[config.mk]
export PLATFORM = sky130hd
export DESIGN_NAME = rpis_top
export DESIGN_NICKNAME = d
export VERILOG_FILES = /design/src/rtl/rpis_pkg.sv /design/src/rtl/rpis_sync.sv /design/src/rtl/rpis_top.sv
export VERILOG_INCLUDE_DIRS = /design/src /design/src/rtl
export SDC_FILE = /design/constraint.sdc
export NUM_CORES = 1
export LEC_CHECK = 0
export BUFFER_PORTS_ARGS = -buffer_cell sky130_fd_sc_hd__buf_2
export CAP_MARGIN = 25
export CORE_ASPECT_RATIO = 0.8
export CORE_MARGIN = 3
export CORE_UTILIZATION = 45
export CTS_CLUSTER_DIAMETER = 30
export DETAILED_ROUTE_END_ITERATION = 10
export GPL_TIMING_DRIVEN = 0
export HOLD_SLACK_MARGIN = 0.1
export SLEW_MARGIN = 10
export SYNTH_ARGS = -nofsm -noshare
export SYNTH_HDL_FRONTEND = slang
export SYNTH_SLANG_ARGS = --single-unit
[constraint.sdc]
create_clock -name mclk -period 3.3 [get_ports mclk]
set_clock_uncertainty 0.15 [all_clocks]
set_input_delay 0.165 -clock mclk [delete_from_list [all_inputs] [get_ports mclk]]
set_output_delay 0.165 -clock mclk [all_outputs]
set_load 0.005 [all_outputs]
[src/rtl/rpis_defines.svh]
// register offsets, field positions and reset values of the receive-port interrupt status block
`ifndef RPIS_DEFINES_SVH
`define RPIS_DEFINES_SVH

// global register
`define RPIS_ADDR_PORT_SEL   8'h4c
`define RPIS_RST_PORT_SEL    8'h00
`define RPIS_MASK_PORT_SEL   8'h01

// per-port registers whose reads clear status
`define RPIS_ADDR_RX_STS1    8'h4d
`define RPIS_ADDR_RX_STS2    8'h4e
`define RPIS_ADDR_CSI_STS    8'h7a
`define RPIS_ADDR_SEN_RISE   8'hde
`define RPIS_ADDR_SEN_FALL   8'hdf

// per-port interrupt enable and status registers
`define RPIS_ADDR_ICR_HI     8'hd8
`define RPIS_ADDR_ICR_LO     8'hd9
`define RPIS_ADDR_ISR_HI     8'hda
`define RPIS_ADDR_ISR_LO     8'hdb
`define RPIS_ADDR_GPIO_STS   8'hdc
`define RPIS_ADDR_GPIO_ICR   8'hdd

// reset values and writable masks
`define RPIS_RST_ICR_HI      8'h00
`define RPIS_MASK_ICR_HI     8'h07
`define RPIS_RST_ICR_LO      8'h00
`define RPIS_MASK_ICR_LO     8'hff
`define RPIS_RST_ISR_HI      5'h00
`define RPIS_RST_ISR_LO      7'h00
`define RPIS_RST_GPIO_EVT    4'h0
`define RPIS_RST_GPIO_ICR    8'h00
`define RPIS_RST_RDATA       8'h00

// high status bit positions
`define RPIS_HI_GPIO         4
`define RPIS_HI_SENSOR       3
`define RPIS_HI_ENC          2
`define RPIS_HI_SEQ          1
`define RPIS_HI_CRC          0

// low status bit positions
`define RPIS_LO_LINE_LEN     6
`define RPIS_LO_LINE_CNT     5
`define RPIS_LO_OVERFLOW     4
`define RPIS_LO_CSI          3
`define RPIS_LO_PARITY       2
`define RPIS_LO_VALID        1
`define RPIS_LO_LOCK         0

// forward gpio status layout
`define RPIS_GPIO_EVT_LSB    4
`define RPIS_GPIO_LVL_LSB    0

`endif

[src/rtl/rpis_pkg.sv]
// types shared by the receive-port interrupt status block
package rpis_pkg;

	localparam int RPIS_PORTS = 2;
	localparam int RPIS_GPIOS = 4;

	// register access request from the i2c target
	typedef struct packed {
		logic [7:0] addr;
		logic       wr;
		logic       rd;
		logic [7:0] wdata;
	} rpis_req_t;

	// per-port event pulses and levels from the receive logic
	typedef struct packed {
		logic link_encoding_error;
		logic ctrl_sequence_error;
		logic ctrl_crc_error;
		logic video_line_length_changed;
		logic video_line_count_changed;
		logic rx_overflow;
		logic camera_rx_error;
		logic link_parity_error;
		logic sensor_change;
		logic port_valid;
		logic lock_state;
	} rpis_evt_t;

endpackage

[src/rtl/rpis_sync.sv]
// three-stage synchroniser that passes a change once stages two and three agree
module rpis_sync
	import rpis_pkg::*;
#(
	parameter int W = 8
) (
	// clock and reset
	input  wire logic         mclk,
	input  wire logic         rst,
	// asynchronous in, settled out
	input  wire logic [W-1:0] d,
	output logic      [W-1:0] q
);

	logic [W-1:0] s1_reg;
	logic [W-1:0] s2_reg;
	logic [W-1:0] s3_reg;
	logic [W-1:0] agree;
	logic [W-1:0] q_next;

	// a bit still moving between stages holds the old value
	assign agree  = ~(s2_reg ^ s3_reg);
	assign q_next = (s3_reg & agree) | (q & ~agree);

	// first stage feeds only the second
	always_ff @(posedge mclk) begin
		if (rst) begin
			s1_reg <= '0;
			s2_reg <= '0;
			s3_reg <= '0;
			q      <= '0;
		end else begin
			s1_reg <= d;
			s2_reg <= s1_reg;
			s3_reg <= s2_reg;
			q      <= q_next;
		end
	end

endmodule // rpis_sync

[src/rtl/rpis_top.sv]
// receive-port interrupt status: per-port latched events, gpio flags and i2c register access
//
// Notes on behaviour
// [RL1] each receive port has its own copy; register 0x4c picks the port reached
// [RL2] high bit 4 sets on forward gpio change, clears on reading gpio status
// [RL3] high bit 3 sets on sensor change, clears after both sensor status reads
// [RL4] high bit 2 sets on link encoding error, clears on reading port status two
// [RL5] high bit 1 sets on control sequence error, clears on reading port status one
// [RL6] high bit 0 sets on control crc error, clears on reading port status one
// [RL7] low bit 6 sets on line length change, clears on reading port status two
// [RL8] low bit 5 sets on line count change, clears on reading port status two
// [RL9] low bit 4 sets on receive overflow, clears on reading port status two
// [RL10] low bit 3 sets on camera receiver error, clears on reading register 0x7a
// [RL11] low bit 2 sets on link parity error, clears on reading port status one
// [RL12] low bit 1 sets on port valid change, clears on reading port status one
// [RL13] low bit 0 sets on lock change, clears on reading port status one
// [RL14] gpio status bits 7..4 flag gpio 3..0 events, cleared by reading it
// [RL15] gpio status bits 3..0 show live gpio 3..0 levels, no read effect
// [RL16] a status bit raises the interrupt only when its enable bit is set, except high bits 4 and 3, which always do
// [RL17] a gpio edge counts only when its rise or fall enable is set
// [RL18] status holds until its clearing read; a same-cycle event wins
// [RL19] enabled set bits of a port merge into one level interrupt request
`include "rpis_defines.svh"

module rpis_top
	import rpis_pkg::*;
(
	// clock and reset
	input  wire logic                                mclk,
	input  wire logic                                rst,
	// register access from the i2c target
	input  wire rpis_req_t                           reg_req,
	output logic                   [7:0]             reg_rdata,
	// receive logic events per port
	input  wire rpis_evt_t         [RPIS_PORTS-1:0]  port_evt,
	// forward-channel gpio levels per port, link timing
	input  wire logic [RPIS_PORTS-1:0][RPIS_GPIOS-1:0] fwd_io,
	// interrupt request per port
	output logic                   [RPIS_PORTS-1:0]  port_irq
);

	////////////////////////////////////////////////////////////////////////////
	// port select register

	logic [7:0] port_sel_reg;
	logic [7:0] port_sel_next;
	logic       wr_port_sel;
	logic       rd_port_sel;

	assign wr_port_sel   = reg_req.wr && (reg_req.addr == `RPIS_ADDR_PORT_SEL);
	assign rd_port_sel   = reg_req.rd && (reg_req.addr == `RPIS_ADDR_PORT_SEL);
	assign port_sel_next = wr_port_sel ? (reg_req.wdata & `RPIS_MASK_PORT_SEL) : port_sel_reg;

	// only bit 0 is kept: two ports need a single select bit
	// selects which port copy the host reaches
	always_ff @(posedge mclk) begin
		if (rst) begin
			port_sel_reg <= `RPIS_RST_PORT_SEL;
		end else begin
			port_sel_reg <= port_sel_next; // RL1
		end
	end

	////////////////////////////////////////////////////////////////////////////
	// gpio level synchroniser

	logic [RPIS_PORTS-1:0][RPIS_GPIOS-1:0] io_lvl;

	// gpio levels come from the link side, so they need a crossing
	// the crossing costs about four edges before a level or an edge is seen
	rpis_sync #(
		.W (RPIS_PORTS * RPIS_GPIOS)
	) u_io_sync (
		.mclk (mclk),
		.rst  (rst),
		.d    (fwd_io),
		.q    (io_lvl)
	);

	////////////////////////////////////////////////////////////////////////////
	// per-port status logic

	logic [RPIS_PORTS-1:0][7:0] port_rdata;
	logic [RPIS_PORTS-1:0]      port_hit;

	// one copy per port; the select bit lets only one copy answer the bus
	for (genvar p = 0; p < RPIS_PORTS; p++) begin : g_port

		logic       me;
		logic       rd_sts1;
		logic       rd_sts2;
		logic       rd_csi;
		logic       rd_rise;
		logic       rd_fall;
		logic       rd_gsts;
		logic       rd_icr_hi;
		logic       rd_icr_lo;
		logic       rd_isr_hi;
		logic       rd_isr_lo;
		logic       rd_gicr;
		logic       wr_icr_hi;
		logic       wr_icr_lo;
		logic       wr_gicr;
		logic [7:0] icr_hi_reg;
		logic [7:0] icr_hi_next;
		logic [7:0] icr_lo_reg;
		logic [7:0] icr_lo_next;
		logic [7:0] gicr_reg;
		logic [7:0] gicr_next;
		logic [4:0] hi_reg;
		logic [4:0] hi_next;
		logic [4:0] hi_set;
		logic [4:0] hi_clr;
		logic [4:0] hi_en;
		logic [6:0] lo_reg;
		logic [6:0] lo_next;
		logic [6:0] lo_set;
		logic [6:0] lo_clr;
		logic [3:0] gev_reg;
		logic [3:0] gev_next;
		logic [3:0] gev_set;
		logic [3:0] lvl_prev_reg;
		logic [3:0] rise;
		logic [3:0] fall;
		logic       rise_seen_reg;
		logic       rise_seen_next;
		logic       fall_seen_reg;
		logic       fall_seen_next;
		logic       sensor_clr;
		logic       valid_prev_reg;
		logic       lock_prev_reg;
		logic       irq_reg;
		logic       irq_next;

		// address decode for this port's copy
		assign me        = (port_sel_reg[0] == 1'(p)); // RL1
		assign rd_sts1   = me && reg_req.rd && (reg_req.addr == `RPIS_ADDR_RX_STS1);
		assign rd_sts2   = me && reg_req.rd && (reg_req.addr == `RPIS_ADDR_RX_STS2);
		assign rd_csi    = me && reg_req.rd && (reg_req.addr == `RPIS_ADDR_CSI_STS);
		assign rd_rise   = me && reg_req.rd && (reg_req.addr == `RPIS_ADDR_SEN_RISE);
		assign rd_fall   = me && reg_req.rd && (reg_req.addr == `RPIS_ADDR_SEN_FALL);
		assign rd_gsts   = me && reg_req.rd && (reg_req.addr == `RPIS_ADDR_GPIO_STS);
		assign rd_icr_hi = me && reg_req.rd && (reg_req.addr == `RPIS_ADDR_ICR_HI);
		assign rd_icr_lo = me && reg_req.rd && (reg_req.addr == `RPIS_ADDR_ICR_LO);
		assign rd_isr_hi = me && reg_req.rd && (reg_req.addr == `RPIS_ADDR_ISR_HI);
		assign rd_isr_lo = me && reg_req.rd && (reg_req.addr == `RPIS_ADDR_ISR_LO);
		assign rd_gicr   = me && reg_req.rd && (reg_req.addr == `RPIS_ADDR_GPIO_ICR);
		assign wr_icr_hi = me && reg_req.wr && (reg_req.addr == `RPIS_ADDR_ICR_HI);
		assign wr_icr_lo = me && reg_req.wr && (reg_req.addr == `RPIS_ADDR_ICR_LO);
		assign wr_gicr   = me && reg_req.wr && (reg_req.addr == `RPIS_ADDR_GPIO_ICR);

		// high and low interrupt enables gate only the request; status bits latch whatever those enables say
		// enable registers; reserved bits 7..3 of the high enable stay zero
		assign icr_hi_next = wr_icr_hi ? (reg_req.wdata & `RPIS_MASK_ICR_HI) : icr_hi_reg;
		assign icr_lo_next = wr_icr_lo ? (reg_req.wdata & `RPIS_MASK_ICR_LO) : icr_lo_reg;
		assign gicr_next   = wr_gicr ? reg_req.wdata : gicr_reg;

		// previous levels reset low, so a gpio high at release gives one rising edge
		// gpio edges, each gated by its own enable
		for (genvar n = 0; n < RPIS_GPIOS; n++) begin : g_io
			assign rise[n]    = io_lvl[p][n] & ~lvl_prev_reg[n];
			assign fall[n]    = ~io_lvl[p][n] & lvl_prev_reg[n];
			assign gev_set[n] = (rise[n] & gicr_reg[2*n]) | (fall[n] & gicr_reg[2*n+1]); // RL17
		end

		// flags clear on the status read, an event in that cycle survives
		assign gev_next = (gev_reg & ~{RPIS_GPIOS{rd_gsts}}) | gev_set; // RL14 RL18

		// sensor bit waits for both rise and fall status reads since it was set
		// a new sensor event restarts the tracking so reads taken before it do not count
		assign sensor_clr     = (rise_seen_reg | rd_rise) & (fall_seen_reg | rd_fall); // RL3
		assign rise_seen_next = (hi_set[`RPIS_HI_SENSOR] | sensor_clr) ? 1'b0 : (rise_seen_reg | rd_rise);
		assign fall_seen_next = (hi_set[`RPIS_HI_SENSOR] | sensor_clr) ? 1'b0 : (fall_seen_reg | rd_fall);

		// high status set sources
		assign hi_set[`RPIS_HI_GPIO]   = |gev_set;                         // RL2
		assign hi_set[`RPIS_HI_SENSOR] = port_evt[p].sensor_change;        // RL3
		assign hi_set[`RPIS_HI_ENC]    = port_evt[p].link_encoding_error;  // RL4
		assign hi_set[`RPIS_HI_SEQ]    = port_evt[p].ctrl_sequence_error;  // RL5
		assign hi_set[`RPIS_HI_CRC]    = port_evt[p].ctrl_crc_error;       // RL6

		// high status clearing reads
		assign hi_clr[`RPIS_HI_GPIO]   = rd_gsts;    // RL2
		assign hi_clr[`RPIS_HI_SENSOR] = sensor_clr; // RL3
		assign hi_clr[`RPIS_HI_ENC]    = rd_sts2;    // RL4
		assign hi_clr[`RPIS_HI_SEQ]    = rd_sts1;    // RL5
		assign hi_clr[`RPIS_HI_CRC]    = rd_sts1;    // RL6

		// valid and lock history reset low: a high level at release flags one change
		// low status set sources; level inputs flag any change
		assign lo_set[`RPIS_LO_LINE_LEN] = port_evt[p].video_line_length_changed;    // RL7
		assign lo_set[`RPIS_LO_LINE_CNT] = port_evt[p].video_line_count_changed;     // RL8
		assign lo_set[`RPIS_LO_OVERFLOW] = port_evt[p].rx_overflow;                  // RL9
		assign lo_set[`RPIS_LO_CSI]      = port_evt[p].camera_rx_error;              // RL10
		assign lo_set[`RPIS_LO_PARITY]   = port_evt[p].link_parity_error;            // RL11
		assign lo_set[`RPIS_LO_VALID]    = port_evt[p].port_valid ^ valid_prev_reg;  // RL12
		assign lo_set[`RPIS_LO_LOCK]     = port_evt[p].lock_state ^ lock_prev_reg;   // RL13

		// low status clearing reads
		assign lo_clr[`RPIS_LO_LINE_LEN] = rd_sts2; // RL7
		assign lo_clr[`RPIS_LO_LINE_CNT] = rd_sts2; // RL8
		assign lo_clr[`RPIS_LO_OVERFLOW] = rd_sts2; // RL9
		assign lo_clr[`RPIS_LO_CSI]      = rd_csi;  // RL10
		assign lo_clr[`RPIS_LO_PARITY]   = rd_sts1; // RL11
		assign lo_clr[`RPIS_LO_VALID]    = rd_sts1; // RL12
		assign lo_clr[`RPIS_LO_LOCK]     = rd_sts1; // RL13

		// set wins over clear so no event is lost
		assign hi_next = (hi_reg & ~hi_clr) | hi_set; // RL18
		assign lo_next = (lo_reg & ~lo_clr) | lo_set; // RL18

		// gpio and sensor bits have no enable here and always count; only gpio is gated upstream
		assign hi_en = {2'b11, icr_hi_reg[2:0]};

		// one level request per port, dropping once no enabled bit is set
		// registered so the request never glitches, at the cost of one edge of delay
		assign irq_next = |(hi_reg & hi_en) | |(lo_reg & icr_lo_reg[6:0]); // RL16 RL19

		// read data for this port; of these registers only the gpio status read clears anything
		assign port_rdata[p] = rd_icr_hi ? icr_hi_reg :
		                       rd_icr_lo ? icr_lo_reg :
		                       rd_isr_hi ? {3'h0, hi_reg} :
		                       rd_isr_lo ? {1'b0, lo_reg} :
		                       rd_gsts   ? {gev_reg, io_lvl[p]} : // RL14 RL15
		                       rd_gicr   ? gicr_reg : 8'h00;
		assign port_hit[p]   = rd_icr_hi | rd_icr_lo | rd_isr_hi | rd_isr_lo | rd_gsts | rd_gicr;

		// enable registers
		always_ff @(posedge mclk) begin
			if (rst) begin
				icr_hi_reg <= `RPIS_RST_ICR_HI;
				icr_lo_reg <= `RPIS_RST_ICR_LO;
				gicr_reg   <= `RPIS_RST_GPIO_ICR;
			end else begin
				icr_hi_reg <= icr_hi_next;
				icr_lo_reg <= icr_lo_next;
				gicr_reg   <= gicr_next;
			end
		end

		// latched status and sensor read tracking
		always_ff @(posedge mclk) begin
			if (rst) begin
				hi_reg        <= `RPIS_RST_ISR_HI;
				lo_reg        <= `RPIS_RST_ISR_LO;
				gev_reg       <= `RPIS_RST_GPIO_EVT;
				rise_seen_reg <= 1'b0;
				fall_seen_reg <= 1'b0;
			end else begin
				hi_reg        <= hi_next;
				lo_reg        <= lo_next;
				gev_reg       <= gev_next;
				rise_seen_reg <= rise_seen_next;
				fall_seen_reg <= fall_seen_next;
			end
		end

		// previous levels for change detection and the registered request
		always_ff @(posedge mclk) begin
			if (rst) begin
				lvl_prev_reg   <= 4'h0;
				valid_prev_reg <= 1'b0;
				lock_prev_reg  <= 1'b0;
				irq_reg        <= 1'b0;
			end else begin
				lvl_prev_reg   <= io_lvl[p];
				valid_prev_reg <= port_evt[p].port_valid;
				lock_prev_reg  <= port_evt[p].lock_state;
				irq_reg        <= irq_next; // RL19
			end
		end

		assign port_irq[p] = irq_reg;

	end

	////////////////////////////////////////////////////////////////////////////
	// read data return

	logic [7:0] rdata_next;
	logic [7:0] rdata_reg;
	logic [7:0] port_pick;

	// clearing-only offsets read as zero here; their contents live in other blocks
	// only the selected port decodes, so an or of both copies is safe
	assign port_pick  = port_rdata[0] | port_rdata[1];
	assign rdata_next = rd_port_sel ? port_sel_reg :
	                    (|port_hit) ? port_pick :
	                    reg_req.rd  ? 8'h00 : rdata_reg;

	// data holds until the next read so the i2c target may shift it out slowly
	// a write leaves the held read data untouched
	always_ff @(posedge mclk) begin
		if (rst) begin
			rdata_reg <= `RPIS_RST_RDATA;
		end else begin
			rdata_reg <= rdata_next;
		end
	end

	assign reg_rdata = rdata_reg;

endmodule // rpis_top

[Yosys cells after proc, flatten, opt, wreduce, memory -nomap -nowiden]
Index checks and enable logic that the tools add are counted.
Cells by class
  equality and inequality tests: 12
  mux-type cells: 15
  bitwise gates (word level): 110
  reductions and logical operators: 44
Operators by type and width (count)
  $mux W8: 15
  $eq A8 B8 Y1 const B: 8
  $and A1 B1 Y1: 34
  $logic_and A1 B1 Y1: 34
  $eq A8 B7 Y1 const B: 4
  $and A7 B7 Y7: 4
  $or A1 B1 Y1: 26
  $and A5 B5 Y5: 4
  $not A1 Y1: 17
  $and A8 B8 Y8: 2
  $not A8 Y8: 2
  $or A8 B8 Y8: 2
  $not A7 Y7: 2
  $or A7 B7 Y7: 2
  $reduce_or A7 Y1: 2
  $not A5 Y5: 2
  $or A5 B5 Y5: 2
  $reduce_or A5 Y1: 2
  $and A4 B4 Y4: 2
  $not A4 Y4: 2
  $or A4 B4 Y4: 2
  $reduce_or A4 Y1: 2
  $xor A8 B8 Y8: 1
  $reduce_or A2 Y1: 3
  2 further kinds: 5
Word-level totals
  register bits: 129
  bits of input ports: 50
  output and inout bits: 10
  word-level logic and storage cells: 211

[Depth between registers and ports, before layout]
  depth after elaboration: 12
  depth in mapped cells: 7
  depth with buffers taken out: 5

[By module]
Synthesis repeated with hierarchy kept, for this count alone.
Second synthesis, totals
  cell total of the unflattened synthesis: 588
  area total of the unflattened synthesis: 5420.2 um2
Modules (own cells, without submodules)
  rpis_top: times used 1, cells each 505, area an instance 4496.8 um2, sequential area each 1941.9 um2
  rpis_sync: times used 1, cells each 83, area an instance 923.4 um2, sequential area each 640.6 um2

[Worst setup path after synthesis]
OpenSTA, ideal clock, no wires.
  path kind: reg2reg
  start: reg port_sel_reg[0]
  end: reg rdata_reg[1], in the netlist reg_rdata[1]
  library setup time: 81 ps
  data arrival time: 1487 ps
  required time: 3069 ps
  path slack: 1582 ps
  cell stages (with the launch flop): 8
  buffers on the path: 2
  period minus slack after synthesis: 1718 ps
  path through: dfxtp_1 > buf_2 > nand2b_1 > clkbuf_1 > or3_4 > o2bb2ai_1 > o31ai_1 > a41oi_1
Between the ends
  cells in the longest elaborated chain, start to end: 12
  elaborated cells between the ends (all ways): 42
  classes of those cells: mux: 14; bitwise: 12; reduce/logical: 16
RTL lines
  start: declaration: RTL line rpis_top.sv:45  | logic [7:0] port_sel_reg;
  start signal: assignment: RTL line rpis_top.sv:58  | port_sel_reg <= `RPIS_RST_PORT_SEL;
  start signal: assignment: RTL line rpis_top.sv:60  | port_sel_reg <= port_sel_next;
  $not A1 Y1: RTL line rpis_top.sv:136  | assign me = (port_sel_reg[0] == 1'(p));
  $logic_and A1 B1 Y1
  $logic_and A1 B1 Y1: RTL line rpis_top.sv:147  | assign rd_gicr = me && reg_req.rd && (reg_req.addr == `RPIS_ADDR_GPIO_ICR);
  $mux W8: RTL line rpis_top.sv:225  | rd_gicr ? gicr_reg : 8'h00;
  $mux W8: RTL line rpis_top.sv:224  | rd_gsts ? {gev_reg, io_lvl[p]} :
  $mux W8: RTL line rpis_top.sv:223  | rd_isr_lo ? {1'b0, lo_reg} :
  $mux W8: RTL line rpis_top.sv:222  | rd_isr_hi ? {3'h0, hi_reg} :
  $mux W8: RTL line rpis_top.sv:221  | rd_icr_lo ? icr_lo_reg :
  $mux W8: RTL line rpis_top.sv:220  | assign port_rdata[p] = rd_icr_hi ? icr_hi_reg :
  $or A8 B8 Y8: RTL line rpis_top.sv:286  | assign port_pick = port_rdata[0] | port_rdata[1];
  $mux W8: RTL line rpis_top.sv:288  | (|port_hit) ? port_pick :
  $mux W8: RTL line rpis_top.sv:287  | assign rdata_next = rd_port_sel ? port_sel_reg :
  end signal: assignment: RTL line rpis_top.sv:295  | rdata_reg <= `RPIS_RST_RDATA;
  end signal: assignment: RTL line rpis_top.sv:297  | rdata_reg <= rdata_next;
  end: declaration: RTL line rpis_top.sv:281  | logic [7:0] rdata_reg;
Several ways; a longest one is shown, not always the timed one.
A chain may end at the register's enable or synchronous reset.

[Worst setup path in the final report]
  start: reg port_sel_reg[0]
  end: reg rdata_reg[0], in the netlist reg_rdata[0]
Same word-level chain as after synthesis.

==> impl_metrics.yaml <==
run_status:
  outcome: "finished, final reports clean"
critical_path:
  crit_required_ns: 3.49
  worstSetupStartpointType: "flop"
  rrSetupSlack_ns: 1.03
  path_cells: "buf_2 -> nand2_1 -> nor3_1 -> nand3_1 -> o211a_1 -> a31oi_1"
  arrival_ns: 2.46
  r2r_end: "reg_rdata[0]$_SDFFE_PP0P_"
  worstSetupPathType: "flop to flop"
  crit_cells: 6
  cpLargestDelayFamily: "simple AND/OR/NAND/NOR gates"
  slowest_stage: "nor3_1"
  critPathBufInv: 1
  rr_worst_depth: 6
  cp-end-kind: "flop"
  critPathMaxStageDelay_ns: 0.66
  r2r-start: "port_sel_reg[0]$_SDFFE_PP0P_"
  cp_max_fo: 8
timing:
  fin_crit_sh: 0.6884
  grt_setup_unrepaired: "no"
  drv_slew: 0
  fmax_mhz: 440.2
  tightest_slew_ns: 0.7883
  fin_hold_ws_ns: 0.1309
  hold_violations: 0
  setup_tns_ns: 0
  setup_viol: 0
  worst_slack_ns: 1.028
  relSlewSlack: 0.4744
  min_period_ns: 2.272
final_layout:
  layout.area.seq_um2: 2582
  layout_common_cells: "dfxtp_1 (129), nor2_1 (78), buf_2 (65), a21oi_1 (54), mux2i_1 (51)"
  multi_input_area_um2: 2690
  nNetsFinal: 765
  design_area_um2: 6995
  final_common_cell: "dfxtp_1"
  n_fill_cell: 1035
  drive_gt1_frac: 0.1648
  final_core_util: 0.5983
  syn2layout_area_growth_pct: 28.00
  stdcell_count: 877
placement:
  dp_cells: 801
  place_area_um2: 5926
  placement.io_buffers: 55
  gp_congestion: 0.9525
  place_ws_ns: 1.079
  hpwl_um: 12980
grt:
  grt_max_degree: 17
  grt.total_usage: 0.2783
  grt_pass1_vias: 4940
  antenna_found_initial: 0
  gr-total-overflow: 0
  grt_pass1_wl_um: 28300
die:
  die_width_um: 129.2
  ios: 60
  row_count: 35
  fp.dieH_um: 104.6
  die-area_um2: 13510
  coreArea_um2: 11690
  initial_core_util: 0.4674
drt:
  ant_nets: 0
  wl_um: 18200
  wl_per_cell_um: 20.75
  drt_iter0_drc: 458
  drtPass1Iterations: 5
  drc: 0
  vias_per_cell: 5.701
  dr_total_vias: 5000
power:
  p_clk_frac: 0.516
  comb_power_share: 0.068
  p_total_mw: 3.907
  power_frac_seq: 0.416
  power.internal_mw: 3.009
  p_per_area_nw_per_um2: 558.6
  switchingPower_uw: 898.8
  p_sw_frac: 0.2300
  irDropWorstVdd_mv: 0.3905
  power.leakage_nw: 2.774
yosys:
  synth_warnings: 0
  syn-cell-area_um2: 5465
  async_reset_ff_frac: 0
  synth_area_per_cell_um2: 9.139
  synth-edff-count: 0
  ys_types: 55
  ys_ff_latch: 129
  yosysSeqAreaShare: 0.4725
  synthCells: 598
  synth_fp_nets: 648
  ys.flop_type: "dfxtp_1"
clock_network:
  post_cts_resized: 0
  path_clk_slew_ns: 0.05
  cts_buffers: 17
  cts_max_path_buffers: 2
  cts.sinks: 129
  cts_tree: "done"
  cts_root_buf: "clkbuf_16"
  htreeDepth: 4
  clock_latency_ns: 0.43
hold_path:
  min_to: "port_sel_reg[0]$_SDFFE_PP0P_"
  min_path_type: "input pin to flop"
  min_from: "reg_req[14]"
  hold_depth: 5
job:
  cap_viol_max_count: 0
-- per-layer routing --
layer,routed length (µm),part of all wire,global-route usage,up-vias
li1,-,-,-,2362
met1,8664,0.48,0.4059,2416
met2,7758,0.43,0.4035,184
met3,1261,0.069,0.05365,38
met4,513,0.028,0.1079,0
met5,0,0,0,-
-- cell type report --
| cell class | count | area share |
|---|---|---|
| diodes | 1 | 0.0003577 |
| flip-flops and latches | 129 | 0.3692 |
| plain buffers | 35 | 0.02325 |
| multi-input cells | 426 | 0.3845 |
| repair buffers | 98 | 0.1009 |
| clock buffers | 19 | 0.06475 |
| inverters | 8 | 0.004293 |
| well taps | 148 | 0.02647 |
| clock inverters | 13 | 0.02629 |
-- cells in the mapped netlist (4+ instances only) --
cell,n,share of area
a211oi_1,4,0.0055
a21o_1,7,0.0096
a21oi_1,54,0.049
a221oi_1,4,0.0064
a22o_1,6,0.0096
a22oi_1,9,0.012
a31oi_1,10,0.011
buf_2,10,0.0092
clkbuf_1,18,0.012
dfxtp_1,129,0.47
inv_1,7,0.0048
mux2_2,6,0.012
mux2i_1,51,0.093
nand2_1,45,0.031
nand2b_1,4,0.0046
nand3_1,11,0.010
nand3b_1,7,0.0096
nand4_1,4,0.0046
nor2_1,78,0.054
nor2b_1,43,0.049
nor3_1,4,0.0037
nor4_1,8,0.0092
o21ai_0,21,0.019
o22ai_1,5,0.0057
xor2_1,4,0.0064
-- worst max-delay path by stage --
| stage | startpoint | slack (ns) | end |
|---|---|---|---|
| after floorplan | port_sel_reg[0]$_SDFFE_PP0P_ | 1.58 | reg_rdata[1]$_SDFFE_PP0P_ |
| after global placement | reg_req[12] | 1.11 | g_port[1].hi_reg[0]$_SDFF_PP0_ |
| after detailed placement | reg_req[12] | 1.08 | g_port[1].hi_reg[0]$_SDFF_PP0_ |
| after CTS | port_sel_reg[0]$_SDFFE_PP0P_ | 1.08 | reg_rdata[0]$_SDFFE_PP0P_ |
| after global routing | port_sel_reg[0]$_SDFFE_PP0P_ | 0.86 | g_port[1].gev_reg[2]$_SDFF_PP0_ |
| final | port_sel_reg[0]$_SDFFE_PP0P_ | 1.03 | reg_rdata[0]$_SDFFE_PP0P_ |
-- worst register-to-register path, cell delays in order, from the launching register on --
cell and delay (ns):
dfxtp_1 0.30, buf_2 0.20, nand2_1 0.28, nor3_1 0.66
nand3_1 0.23, o211a_1 0.19, a31oi_1 0.19
-- cells by family (layout without fill, tap and decap cells) --
| kind of cell | count (synthesis) | in the layout | share of synthesized area |
|---|---|---|---|
| compound gates | 140 | 140 | 0.1609 |
| mux | 57 | 57 | 0.1058 |
| simple gates | 225 | 225 | 0.2191 |
| xor+xnor | 4 | 4 | 0.006410 |
| other cells | 0 | 1 | 0 |
| buf+inv | 43 | 173 | 0.03526 |
| flops | 129 | 129 | 0.4725 |
-- power groups by stage --
stage	Sequential (mW)	Clock [mW]	Combinational, mW
detailed placement	1.66	0	0.220
global route	1.63	2.11	0.284
floorplan	1.65	0	0.121
finish	1.63	2.02	0.264
CTS	1.62	2.05	0.259
global placement	1.66	0	0.216
-- repair_timing --
item | CTS | global route
setup buffers | 0 | 0
hold buffers | 43 | 0
endpoints found under the hold margin | 91 | 0
Note: power is estimated with default switching activity, not from simulation.
